===== config.mk =====
export PLATFORM = sky130hd
export DESIGN_NAME = time_of_day_counter
export DESIGN_NICKNAME = d
export VERILOG_FILES = /design/src/tod_pkg.sv /design/src/time_of_day_counter.sv
export SDC_FILE = /design/constraint.sdc
export NUM_CORES = 1
export LEC_CHECK = 0
export BUFFER_PORTS_ARGS = -buffer_cell sky130_fd_sc_hd__buf_2
export CORE_ASPECT_RATIO = 1.5
export CORE_UTILIZATION = 55
export CTS_CLUSTER_DIAMETER = 150
export DETAILED_ROUTE_END_ITERATION = 10
export PLACE_DENSITY = 0.73
export SYNTH_ARGS = -nofsm -noshare
export SYNTH_HDL_FRONTEND = slang
export SYNTH_SLANG_ARGS = --single-unit

===== constraint.sdc =====
create_clock -name sys_clk -period 3.23 [get_ports sys_clk]
set_clock_uncertainty 0.1 [all_clocks]
set_input_delay 0 -clock sys_clk [delete_from_list [all_inputs] [get_ports sys_clk]]
set_output_delay 0 -clock sys_clk [all_outputs]
set_load 0.05 [all_outputs]

===== src/tod_pkg.sv =====
// time-of-day counter: register map, field layout, timing constants, types
// assumes one 20 MHz system clock and a 32-bit AXI4-Lite register bus
`default_nettype none

package tod_pkg;
    timeunit 1ns;
    timeprecision 100ps;

    // register indices; byte address is four times the index
    localparam logic [13:0] IDX_CLK_DIV      = 14'h0a00;
    localparam logic [13:0] IDX_REF_SELECT   = 14'h0a01;
    localparam logic [13:0] IDX_PULSE_DIV    = 14'h0a04;
    localparam logic [13:0] IDX_ENABLE       = 14'h0a0a;
    localparam logic [13:0] IDX_PRELOAD_W0   = 14'h0a10;
    localparam logic [13:0] IDX_PRELOAD_W1   = 14'h0a11;
    localparam logic [13:0] IDX_PRELOAD_W2   = 14'h0a12;
    localparam logic [13:0] IDX_ARM          = 14'h0a20;
    localparam logic [13:0] IDX_TRIGGER      = 14'h0a21;
    localparam logic [13:0] IDX_SNAP_REQ     = 14'h0a5f;
    localparam logic [13:0] IDX_READBACK_W0  = 14'h0a60;
    localparam logic [13:0] IDX_READBACK_W1  = 14'h0a61;
    localparam logic [13:0] IDX_READBACK_W2  = 14'h0a62;

    // field widths and positions
    localparam int CLK_DIV_W   = 6;
    localparam int PULSE_DIV_W = 31;
    localparam int TCLK_W      = 52;
    localparam int TPULSE_W    = 31;
    localparam int COUNT_W     = 83;
    localparam int SEL_W       = 2;
    localparam int ARM_TCLK_BIT   = 1;
    localparam int ARM_TPULSE_BIT = 0;
    localparam int ENABLE_BIT     = 0;
    localparam int TRIGGER_BIT    = 0;
    localparam int SNAP_BIT       = 0;

    // reset values
    localparam logic [CLK_DIV_W-1:0]   RST_CLK_DIV   = 6'h00;
    localparam logic [PULSE_DIV_W-1:0] RST_PULSE_DIV = 31'h00000000;
    localparam logic [SEL_W-1:0]       RST_SELECT    = 2'h0;

    // bus responses
    localparam logic [1:0] RESP_OKAY   = 2'h0;
    localparam logic [1:0] RESP_SLVERR = 2'h2;

    // timing: readable counts refresh every microsecond
    localparam int CLK_PERIOD_NS   = 50;
    localparam int REFRESH_NS      = 1000;
    localparam int REFRESH_CYCLES  = REFRESH_NS / CLK_PERIOD_NS;
    localparam int REFRESH_W       = 5;

    // both counts travel together so a snapshot is always one instant
    typedef struct packed {
        logic [TCLK_W-1:0]   tclk;
        logic [TPULSE_W-1:0] tpulse;
    } count_pair_t;

endpackage : tod_pkg

`default_nettype wire


===== src/time_of_day_counter.sv =====
// time-of-day counter: two chained counters, preload, snapshot, AXI4-Lite
// assumes reference ticks arrive as one-cycle enables synchronous to sys_clk
`default_nettype none

// Contract
// - reference tick taken from any one divider output, chosen by a register
// - time clock period is clock divider setting plus one reference ticks
// - clock divider settings accepted over their whole six-bit range
// - time pulse period is pulse divider setting plus one time clock ticks
// - readable counts refresh every microsecond while counting goes on
// - counting runs only while the enable bit is one
// - reading the snapshot register freezes the readable counts
// - frozen time clock and time pulse counts come from one instant
// - time clock count read in readback bits 82 down to 31
// - time pulse count read in readback bits 30 down to 0
// - preload buffer bits 82 down to 31 hold the new time clock count
// - preload buffer bits 30 down to 0 hold the new time pulse count
// - arm bit 1 makes the time clock counter join the next load
// - arm bit 0 makes the time pulse counter join the next load
// - trigger waits for next time pulse edge, then loads the armed counters together
module time_of_day_counter
    import tod_pkg::*;
#(
    parameter int NUM_SOURCES = 3,   // selectable divider outputs
    parameter int ADDR_W      = 16   // bus byte address width
) (
    input  wire logic              sys_clk,   // 20 MHz system clock
    input  wire logic              nrst,      // async reset, active low
    input  wire logic [NUM_SOURCES-1:0] fractional_divider_output, // ticks
    output var  logic              time_clock_tick,  // one per tclk period
    output var  logic              time_pulse_tick,  // one per pulse period
    input  wire logic [ADDR_W-1:0] s_axi_awaddr,   // write address
    input  wire logic [2:0]        s_axi_awprot,   // unused protection
    input  wire logic              s_axi_awvalid,  // write address valid
    output var  logic              s_axi_awready,  // write address ready
    input  wire logic [31:0]       s_axi_wdata,    // write data
    input  wire logic [3:0]        s_axi_wstrb,    // byte enables
    input  wire logic              s_axi_wvalid,   // write data valid
    output var  logic              s_axi_wready,   // write data ready
    output var  logic [1:0]        s_axi_bresp,    // write response
    output var  logic              s_axi_bvalid,   // write response valid
    input  wire logic              s_axi_bready,   // write response ready
    input  wire logic [ADDR_W-1:0] s_axi_araddr,   // read address
    input  wire logic [2:0]        s_axi_arprot,   // unused protection
    input  wire logic              s_axi_arvalid,  // read address valid
    output var  logic              s_axi_arready,  // read address ready
    output var  logic [31:0]       s_axi_rdata,    // read data
    output var  logic [1:0]        s_axi_rresp,    // read response
    output var  logic              s_axi_rvalid,   // read data valid
    input  wire logic              s_axi_rready    // read data ready
);
    timeunit 1ns;
    timeprecision 100ps;

    // byte-lane merge of a write into a stored word
    function automatic logic [31:0] merge_strb(input logic [31:0] old_v,
                                               input logic [31:0] new_v,
                                               input logic [3:0]  strb);
        logic [31:0] res;
        res = old_v;
        for (int b = 0; b < 4; b++) begin
            if (strb[b]) begin
                res[b*8 +: 8] = new_v[b*8 +: 8];
            end
        end
        return res;
    endfunction : merge_strb

    // word index from a byte address
    function automatic logic [13:0] word_idx(input logic [ADDR_W-1:0] a);
        return a[15:2];
    endfunction : word_idx

    // software-visible configuration
    logic [CLK_DIV_W-1:0]   clk_div;
    logic [PULSE_DIV_W-1:0] pulse_div;
    logic [SEL_W-1:0]       ref_select;
    logic                   count_en;
    logic [95:0]            preload_buf;
    logic [1:0]             arm;
    logic                   load_pending;

    // live counters and prescalers
    logic [CLK_DIV_W-1:0]   ref_cnt;
    logic [PULSE_DIV_W-1:0] tclk_cnt;
    count_pair_t            live;
    count_pair_t            shown;
    logic                   frozen;
    logic [REFRESH_W-1:0]   refresh_cnt;

    // bus holding state
    logic [13:0]            aw_idx;
    logic                   aw_full;
    logic [31:0]            w_data;
    logic [3:0]             w_strb;
    logic                   w_full;
    logic [31:0]            old_word;
    logic [31:0]            new_word;

    logic                   wr_fire;
    logic                   rd_fire;
    logic [13:0]            rd_idx;
    logic                   ref_tick;
    logic                   tclk_edge;
    logic                   tpulse_edge;
    logic                   refresh_tick;
    logic                   trig_write;

    // a write is committed when address and data are both held
    assign wr_fire = aw_full && w_full && !s_axi_bvalid;
    assign rd_fire = s_axi_arvalid && s_axi_arready;
    assign rd_idx  = word_idx(s_axi_araddr);
    assign trig_write = wr_fire && (aw_idx == IDX_TRIGGER) && w_strb[0]
                        && w_data[TRIGGER_BIT];

    // stored value of the addressed register, merged with the strobes
    always_comb begin
        old_word = 32'h00000000;
        case (aw_idx)
            IDX_CLK_DIV:    old_word = 32'(clk_div);
            IDX_REF_SELECT: old_word = 32'(ref_select);
            IDX_PULSE_DIV:  old_word = 32'(pulse_div);
            IDX_ENABLE:     old_word = 32'(count_en);
            IDX_ARM:        old_word = 32'(arm);
            default:        old_word = 32'h00000000;
        endcase
    end
    assign new_word = merge_strb(old_word, w_data, w_strb);

    always_comb begin
        ref_tick = 1'b0;
        if (int'(ref_select) < NUM_SOURCES) begin
            ref_tick = fractional_divider_output[ref_select];
        end
    end

    // time clock edge after clk_div+1 ticks
    assign tclk_edge = count_en && ref_tick && (ref_cnt == clk_div);
    // pulse edge after pulse_div+1 tclk edges
    assign tpulse_edge = tclk_edge && (tclk_cnt == pulse_div);
    assign refresh_tick =
        (refresh_cnt == REFRESH_W'(REFRESH_CYCLES - 1));

    // write address channel
    always_ff @(posedge sys_clk or negedge nrst) begin
        if (!nrst) begin
            aw_full       <= 1'b0;
            aw_idx        <= 14'h0000;
            s_axi_awready <= 1'b1;
        end else if (s_axi_awvalid && s_axi_awready) begin
            aw_full       <= 1'b1;
            aw_idx        <= word_idx(s_axi_awaddr);
            s_axi_awready <= 1'b0;
        end else if (wr_fire) begin
            aw_full       <= 1'b0;
        end else if (s_axi_bvalid && s_axi_bready) begin
            s_axi_awready <= 1'b1;
        end
    end

    // write data channel
    always_ff @(posedge sys_clk or negedge nrst) begin
        if (!nrst) begin
            w_full       <= 1'b0;
            w_data       <= 32'h00000000;
            w_strb       <= 4'h0;
            s_axi_wready <= 1'b1;
        end else if (s_axi_wvalid && s_axi_wready) begin
            w_full       <= 1'b1;
            w_data       <= s_axi_wdata;
            w_strb       <= s_axi_wstrb;
            s_axi_wready <= 1'b0;
        end else if (wr_fire) begin
            w_full       <= 1'b0;
        end else if (s_axi_bvalid && s_axi_bready) begin
            s_axi_wready <= 1'b1;
        end
    end

    // write response, error on unmapped index
    always_ff @(posedge sys_clk or negedge nrst) begin
        if (!nrst) begin
            s_axi_bvalid <= 1'b0;
            s_axi_bresp  <= RESP_OKAY;
        end else if (wr_fire) begin
            s_axi_bvalid <= 1'b1;
            case (aw_idx)
                IDX_CLK_DIV, IDX_REF_SELECT, IDX_PULSE_DIV, IDX_ENABLE,
                IDX_PRELOAD_W0, IDX_PRELOAD_W1, IDX_PRELOAD_W2,
                IDX_ARM, IDX_TRIGGER: s_axi_bresp <= RESP_OKAY;
                default:              s_axi_bresp <= RESP_SLVERR;
            endcase
        end else if (s_axi_bvalid && s_axi_bready) begin
            s_axi_bvalid <= 1'b0;
        end
    end

    // configuration registers
    always_ff @(posedge sys_clk or negedge nrst) begin
        if (!nrst) begin
            clk_div     <= RST_CLK_DIV;
            pulse_div   <= RST_PULSE_DIV;
            ref_select  <= RST_SELECT;
            count_en    <= 1'b0;
            preload_buf <= 96'h0;
            arm         <= 2'h0;
        end else if (wr_fire) begin
            case (aw_idx)
                IDX_CLK_DIV:    clk_div    <= new_word[CLK_DIV_W-1:0];
                IDX_REF_SELECT: ref_select <= new_word[SEL_W-1:0];
                IDX_PULSE_DIV:  pulse_div  <= new_word[PULSE_DIV_W-1:0];
                IDX_ENABLE:     count_en   <= new_word[ENABLE_BIT];
                IDX_PRELOAD_W0: preload_buf[31:0] <=
                    merge_strb(preload_buf[31:0], w_data, w_strb);
                IDX_PRELOAD_W1: preload_buf[63:32] <=
                    merge_strb(preload_buf[63:32], w_data, w_strb);
                IDX_PRELOAD_W2: preload_buf[95:64] <=
                    merge_strb(preload_buf[95:64], w_data, w_strb);
                IDX_ARM:        arm        <= new_word[1:0];
                default: ;
            endcase
        end
    end

    // pending trigger; a new write wins over the clear
    always_ff @(posedge sys_clk or negedge nrst) begin
        if (!nrst) begin
            load_pending <= 1'b0;
        end else if (trig_write) begin
            load_pending <= 1'b1;
        end else if (tpulse_edge) begin
            // clear once the load is done
            load_pending <= 1'b0;
        end
    end

    // reference tick prescaler
    // lowering the divider below the running count costs one full wrap
    always_ff @(posedge sys_clk or negedge nrst) begin
        if (!nrst) begin
            ref_cnt <= '0;
        end else if (count_en && ref_tick) begin
            ref_cnt <= tclk_edge ? '0 : ref_cnt + 1'b1;
        end
    end

    // time clock prescaler toward the pulse edge
    // same wrap hazard when the pulse divider is lowered mid-count
    always_ff @(posedge sys_clk or negedge nrst) begin
        if (!nrst) begin
            tclk_cnt <= '0;
        end else if (tclk_edge) begin
            tclk_cnt <= tpulse_edge ? '0 : tclk_cnt + 1'b1;
        end
    end

    // live counts; armed counters take the buffer at the pulse edge
    always_ff @(posedge sys_clk or negedge nrst) begin
        if (!nrst) begin
            live <= '0;
        end else begin
            if (tpulse_edge && load_pending && arm[ARM_TCLK_BIT]) begin
                live.tclk <= preload_buf[82:31];
            end else if (tclk_edge) begin
                live.tclk <= live.tclk + 1'b1;
            end
            if (tpulse_edge && load_pending && arm[ARM_TPULSE_BIT]) begin
                live.tpulse <= preload_buf[30:0];
            end else if (tpulse_edge) begin
                live.tpulse <= live.tpulse + 1'b1;
            end
        end
    end

    // microsecond refresh divider
    // free-running, so the refresh grid ignores the enable bit
    always_ff @(posedge sys_clk or negedge nrst) begin
        if (!nrst) begin
            refresh_cnt <= '0;
        end else if (refresh_tick) begin
            refresh_cnt <= '0;
        end else begin
            refresh_cnt <= refresh_cnt + 1'b1;
        end
    end

    // freeze flag: snapshot read sets, final readback word clears
    // word two must be read last, or the freeze ends before the other words are read
    always_ff @(posedge sys_clk or negedge nrst) begin
        if (!nrst) begin
            frozen <= 1'b0;
        end else if (rd_fire && rd_idx == IDX_SNAP_REQ) begin
            frozen <= 1'b1;
        end else if (rd_fire && rd_idx == IDX_READBACK_W2) begin
            frozen <= 1'b0;
        end
    end

    // readable copy of both counts, taken as one struct
    always_ff @(posedge sys_clk or negedge nrst) begin
        if (!nrst) begin
            shown <= '0;
        end else if (rd_fire && rd_idx == IDX_SNAP_REQ) begin
            // both counts from the same cycle
            shown <= live;
        end else if (refresh_tick && !frozen) begin
            shown <= live;
        end
    end

    // read channel with registered data
    // rvalid follows the taken address by one cycle
    always_ff @(posedge sys_clk or negedge nrst) begin
        if (!nrst) begin
            s_axi_arready <= 1'b1;
            s_axi_rvalid  <= 1'b0;
            s_axi_rdata   <= 32'h00000000;
            s_axi_rresp   <= RESP_OKAY;
        end else if (rd_fire) begin
            s_axi_arready <= 1'b0;
            s_axi_rvalid  <= 1'b1;
            s_axi_rresp   <= RESP_OKAY;
            case (rd_idx)
                IDX_CLK_DIV:    s_axi_rdata <= 32'(clk_div);
                IDX_REF_SELECT: s_axi_rdata <= 32'(ref_select);
                IDX_PULSE_DIV:  s_axi_rdata <= 32'(pulse_div);
                IDX_ENABLE:     s_axi_rdata <= 32'(count_en);
                IDX_PRELOAD_W0: s_axi_rdata <= preload_buf[31:0];
                IDX_PRELOAD_W1: s_axi_rdata <= preload_buf[63:32];
                IDX_PRELOAD_W2: s_axi_rdata <= preload_buf[95:64];
                IDX_ARM:        s_axi_rdata <= 32'(arm);
                IDX_TRIGGER:    s_axi_rdata <= 32'(load_pending);
                IDX_SNAP_REQ:   s_axi_rdata <= 32'(frozen);
                // tclk above tpulse in 83 bits
                IDX_READBACK_W0: s_axi_rdata <= shown[31:0];
                IDX_READBACK_W1: s_axi_rdata <= shown[63:32];
                IDX_READBACK_W2: s_axi_rdata <= 32'(shown[82:64]);
                default: begin
                    s_axi_rdata <= 32'h00000000;
                    s_axi_rresp <= RESP_SLVERR;
                end
            endcase
        end else if (s_axi_rvalid && s_axi_rready) begin
            s_axi_rvalid  <= 1'b0;
            s_axi_arready <= 1'b1;
        end
    end

    // registered tick outputs
    always_ff @(posedge sys_clk or negedge nrst) begin
        if (!nrst) begin
            time_clock_tick <= 1'b0;
            time_pulse_tick <= 1'b0;
        end else begin
            time_clock_tick <= tclk_edge;
            time_pulse_tick <= tpulse_edge;
        end
    end

endmodule : time_of_day_counter

`default_nettype wire


# Yosys cells after proc, flatten, opt, wreduce, memory -nomap -nowiden
# Index checks and enable logic that the tools add are counted.
totals:
  output_inout_bits: 43
  reg_bits: 443
classes:
  n_reduce_logical: 57
  eq_ne: 31
  n_mux: 37
  n_lt_le_gt_ge: 2
  add_sub_neg: 5
op_table:
  columns: ["cell", "count"]
  rows:
  - ["$pmux 32 s13", 1]
  - ["$eq 14x12->1 const B", 22]
  - ["$mux 83", 2]
  - ["$pmux 31 s4", 1]
  - ["$mux 52", 2]
  - ["$mux 31", 3]
  - ["$add 31x1->31 const B", 2]
  - ["$add 52x1->52 const B", 1]
  - ["$reduce_and 3->1", 16]
  - ["$eq 31x31->1", 1]
  - ["$mux 8", 3]
  - ["$reduce_bool 2->1", 11]
  - ["$logic_and 1x1->1", 19]
  - ["$mux 1", 19]
  - ["$reduce_and 2->1", 7]
  - ["$reduce_or 13->1", 1]
  - ["$reduce_or 9->1", 1]
  - ["$ne 2x2->1 const B", 4]
  - ["$mux 7", 1]
  - ["$add 6x1->6 const B", 1]
  - ["$eq 6x6->1", 1]
  - ["$mux 6", 1]
  - ["$add 5x1->5 const B", 1]
  - ["$eq 5x5->1 const B", 1]
  - ["7 further kinds", 10]

# Logic depth before layout (Yosys ltp)
depth:
  depth_word: 9
  ltp_mapped: 10
  depth_no_buf: 7

# Least setup slack after synthesis
# Ideal clock, no wire load.
synth_path:
  path_type: "reg-to-reg"
  start: "register aw_idx[13]"
  end: "register preload_buf[0]"
  period_less_slack_ns: 2.348
  arrival_time_ns: 2.123
  stages_incl_launch_ff: 7
  setup_slack_ns: 0.882
  path_cell_list: "dfrtp_1 or4_1 nor2_2 and4b_1 nand2_2 nor2_4 mux2_2"
synth_via:
  elab_chain_len: 2
synth_rtl:
  columns: ["element", "line", "source"]
  rows:
  - ["start, declared", "time_of_day_counter.sv:92", "logic [13:0] aw_idx;"]
  - ["start signal, assigned", "time_of_day_counter.sv:152", "aw_idx <= word_idx(s_axi_awaddr);"]
  - ["$eq 14x12->1", "time_of_day_counter.sv:208", "case (aw_idx)"]
  - ["$reduce_and 3->1 (no line)", null, null]
  - ["end signal, assigned", "time_of_day_counter.sv:213", "IDX_PRELOAD_W0: preload_buf[31:0] <="]
  - ["end, declared", "time_of_day_counter.sv:79", "logic [95:0] preload_buf;"]
# No other way between the ends.
# A chain may end at the register's enable or synchronous reset.

# Worst setup path in the final report
layout_path:
  start: "register clk_div[4]"
  end: "register live[50] in the netlist's numbering"
layout_via:
  elab_chain_len: 6
  word_cells_on_any_way: 7
layout_rtl:
  columns: ["element", "line", "source"]
  rows:
  - ["start, declared", "time_of_day_counter.sv:75", "logic [CLK_DIV_W-1:0] clk_div;"]
  - ["start signal, assigned", "time_of_day_counter.sv:209", "IDX_CLK_DIV: clk_div <= new_word[CLK_DIV_W-1:0];"]
  - ["$eq 6x6->1 (*)", "time_of_day_counter.sv:138", "assign tclk_edge = count_en && ref_tick && (ref_cnt == clk_div);"]
  - ["$logic_and 1x1->1 (*)", "time_of_day_counter.sv:138", null]
  - ["$logic_and 1x1->1", "time_of_day_counter.sv:140", "assign tpulse_edge = tclk_edge && (tclk_cnt == pulse_div);"]
  - ["$logic_and 1x1->1 (2 in series)", "time_of_day_counter.sv:262", "if (tpulse_edge && load_pending && arm[ARM_TCLK_BIT]) begin"]
  - ["$mux 52 / $reduce_bool 2->1 (equally long branches)", null, null]
  - ["end, declared", "time_of_day_counter.sv:86", "count_pair_t live;"]
# Every way passes the cells marked *; elsewhere a longest branch is shown, timed or not.

==> run summary <==
====================================================================================
Buffers from clock root to sink, at most                                           3
Clock root buffer                                                       sky130_fd_sc_hd__clkbuf_16
Worst hold-check slack                                                     0.0176 ns
Met3 wire len                                                           3920 microns
Number of gates resized after CTS                                                  0
Routed via count                                                               16900
Number of standard cells in the final layout excluding fillers                  2621
Clock transition at the registers of the reported paths                      0.06 ns
Max IR drop VDD                                                               553 uV
Number of cells after detailed placement                                        2483
Total GRT Usage                                                                32.0%
Final standard cell utilization of the core                                    65.0%
Antenna diode count                                                                0
Placed cell area                                                         23000 sq um
Leakage                                                                      11.6 nW
Slew margin rel.                                                               18.1%
Count of cell types in the netlist                                                74
Final hold violation count                                                         0
Endpoints failing setup                                                            0
Remaining DRCs                                                                     0
Setup repair after global routing missed its margin                            false
Die area                                                                 40300 sq um
Dominant register cell in the synthesized netlist                       sky130_fd_sc_hd__dfrtp_1
Share of flip-flops with an asynchronous set or reset after synthesis           100%
Crit path launch type                                                       register
Share of the clock period used by the worst path                               90.0%
Placer congestion estimate                                                     0.953
CTS Buf Count                                                                     43
Number of standard-cell rows in the floorplan                                     88
Count of warnings emitted by yosys                                                 0
Syn_area_per_cell                                                         11.3 sq um
Post-detailed-route wirelength per cell                                 23.9 microns
H-tree lvl count                                                                   2
Run status                                                              complete, no violations
Setup repair bufs after CTS                                                        0
Number of buffers added on ports                                                 114
Met2 wirelength from detailed routing                                   31100 microns
DR iter-0 viols                                                                 1511
Top-Level Pins                                                                   127
Fin crit period                                                              2.91 ns
TritonCTS clock tree                                                             yes
Slew at the pin with the worst max-slew slack                                1.22 ns
Data arrival at the endpoint of the critical path                            3.28 ns
Highest fanout seen on the critical path                                          31
Half-perimeter wire length after detailed placement                     43900 microns
Setup CP Type                                                             reg -> reg
Min-delay worst type                                                       in -> reg
Starting Density                                                               56.2%
Number of antenna violations at the first check in global routing                  0
Area growth syn-to-layout                                                      15.6%
Metal-1 WL                                                              23600 microns
Mean number of vias per cell                                                    6.45
Instance count of the mapped netlist                                            1914
Fraction of layout cells with a size suffix above 1                            28.1%
Net count of the finished layout                                                2184
Total wirelength of the detailed-routed design                          62700 microns
Top layer reached by signal wires                                               met4
Aggregate global routing overflow                                                  0
Total count of max-transition violations in the final report                       0
Critical path endpoint category                                             register
DIE WIDTH                                                                164 microns
# Max-Cap Violations                                                               0
Largest net degree at the start of global routing                                144
Floorplan die height                                                     245 microns
Vias in the first global route                                                 17100
Router iterations before antenna repair                                            6
Number of enable flip-flop cells after synthesis                                   0
Later-pin clock latency in the skew report                                   0.56 ns
Area of the core                                                         38600 sq um
Cell area after synthesis                                                21700 sq um
Peak clock frequency supported by timing                                     344 MHz
Crit path required time                                                      3.61 ns
Clock Sink Count                                                                 441
Final total negative setup slack                                                0 ns
Final standard cell area without fillers                                 25100 sq um
Register area share after synthesis                                            50.8%
Number of synthesized register bits                                              441
PwrDens                                                                  532 nW/um^2
Antenna Nets Post-Route                                                            0
Global-route wire length before repair                                  97500 microns
====================================================================================
## state kept, by name, summed over array words and instances, names as in the netlist, 2 cells and up
signal       count
preload_buf     96
live            83
shown           83
s_axi_rdata     32
w_data          32
pulse_div       31
tclk_cnt        31
aw_idx          14
clk_div          6
ref_cnt          6
refresh_cnt      5
w_strb           4
arm              2
ref_select       2
## power breakdown
group	leakage, nW	internal (mW)	switching (mW)	total [mW]
combinational	4.99	0.673	0.719	1.39
sequential	5.89	5.95	0.663	6.62
clock	0.743	3.19	2.16	5.35
total	11.6	9.82	3.54	13.4
## synth_stat cells (10+ instances only)
cell / n / share of area [%]
sky130_fd_sc_hd__and3_1: 26 / 0.75
sky130_fd_sc_hd__nand2_1: 149 / 2.6
sky130_fd_sc_hd__a21oi_1: 100 / 2.3
sky130_fd_sc_hd__a22oi_1: 31 / 1.1
sky130_fd_sc_hd__dfrtp_1: 438 / 50
sky130_fd_sc_hd__buf_6: 13 / 0.67
sky130_fd_sc_hd__mux2i_1: 41 / 1.9
sky130_fd_sc_hd__or3_1: 11 / 0.32
sky130_fd_sc_hd__nor2_4: 12 / 0.62
sky130_fd_sc_hd__mux2_2: 283 / 15
sky130_fd_sc_hd__nor3_1: 26 / 0.60
sky130_fd_sc_hd__xor2_1: 28 / 1.1
sky130_fd_sc_hd__o22ai_1: 24 / 0.69
sky130_fd_sc_hd__nor4_1: 12 / 0.35
sky130_fd_sc_hd__a22o_1: 36 / 1.5
sky130_fd_sc_hd__inv_1: 30 / 0.52
sky130_fd_sc_hd__a2bb2oi_1: 33 / 1.3
sky130_fd_sc_hd__nor2_1: 90 / 1.6
sky130_fd_sc_hd__and4_1: 13 / 0.52
sky130_fd_sc_hd__buf_2: 34 / 0.78
sky130_fd_sc_hd__clkbuf_1: 43 / 0.74
sky130_fd_sc_hd__o21ai_0: 47 / 1.1
sky130_fd_sc_hd__a222oi_1: 38 / 1.8
sky130_fd_sc_hd__nor4_2: 10 / 0.58
sky130_fd_sc_hd__xnor2_1: 53 / 2.1
sky130_fd_sc_hd__nand4_1: 53 / 1.5
sky130_fd_sc_hd__nand3_1: 96 / 2.2
## final timing paths
path,startpoint,to,slack (ns),cells past startpoint
min in group asynchronous,nrst,w_data[25]$_DFFE_PN0P_,0.45,4
max,clk_div[4]$_DFFE_PN0P_,live[50]$_DFFE_PN0P_,0.32,9
min,fractional_divider_output[1],ref_cnt[1]$_DFFE_PN0P_,0.02,6
max in group asynchronous,nrst,time_clock_tick$_DFF_PN0_,1.77,4
max reg2reg,clk_div[4]$_DFFE_PN0P_,live[50]$_DFFE_PN0P_,0.32,9
min reg2reg,refresh_cnt[0]$_DFF_PN0_,refresh_cnt[0]$_DFF_PN0_,0.37,1
## per-stage QoR
stage / power (mW) / worst slack (ns)
floorplan: 7.35 / 0.882
global placement: 7.93 / 0.447
detailed placement: 8.00 / 0.333
CTS: 13.4 / 0.344
global route: 13.8 / 0.143
finish: 13.4 / 0.322
## layer usage
metal	up-vias	track usage (%)
met1	8495	39.3
met3	211	4.15
met2	710	53.3
li1	7499	-
met4	0	19.2
met5	-	0
## critical path: stages (launching register included)
cell and delay [ns]:
sky130_fd_sc_hd__dfrtp_1 0.45, sky130_fd_sc_hd__xnor2_1 0.20, sky130_fd_sc_hd__nand4_1 0.28, sky130_fd_sc_hd__or3_2 0.61, sky130_fd_sc_hd__clkinv_2 0.11, sky130_fd_sc_hd__buf_4 0.37, sky130_fd_sc_hd__nand4_1 0.14, sky130_fd_sc_hd__buf_4 0.23
sky130_fd_sc_hd__a21oi_1 0.16, sky130_fd_sc_hd__a2bb2oi_1 0.18
## layout make-up
| cell class | count | area (sq um) |
|---|---|---|
| Fill cell | 2991 | 13500 |
| Sequential cell | 441 | 11000 |
| Multi-Input combinational cell | 1338 | 10100 |
| Timing Repair Buffer | 240 | 1780 |
| Clock buffer | 62 | 1300 |
| Tap cell | 495 | 619 |
| Clock inverter | 14 | 201 |
| Inverter | 31 | 118 |
## what timing repair did
item,CTS,global route
endpoints found under the hold margin,498,0
hold buffers,62,0
endpoints found under the setup margin,0,0
## cells by family (layout without fill, tap and decap cells)
group,after synthesis,after routing,share of synthesized area (%)
DFF,441,441,50.8
buffers and inverters,136,347,3.14
muxes,324,324,16.6
and+or+nand+nor,563,563,14.1
xor gates and xnor gates,81,81,3.27
adders and majority gates,5,5,0.288
other,1,2,0.0173
AOI/OAI and AO/OA,363,363,11.8
## layout by cell type (no fill, tap or decap), drive strengths merged, types with 31 or more instances in the layout
master | netlist | layout
dfrtp | 438 | 438
mux2 | 283 | 283
buf | 62 | 179
nand2 | 154 | 154
a21oi | 105 | 105
nor2 | 105 | 105
nand3 | 97 | 97
clkbuf | 43 | 62
dlygate4sd3 | 0 | 61
nand4 | 55 | 55
xnor2 | 53 | 53
o21ai | 47 | 47
mux2i | 41 | 41
a222oi | 38 | 38
a22o | 36 | 36
a2bb2oi | 33 | 33
a22oi | 31 | 31
inv | 30 | 31
No activity file was read; power rests on OpenSTA's default activity.
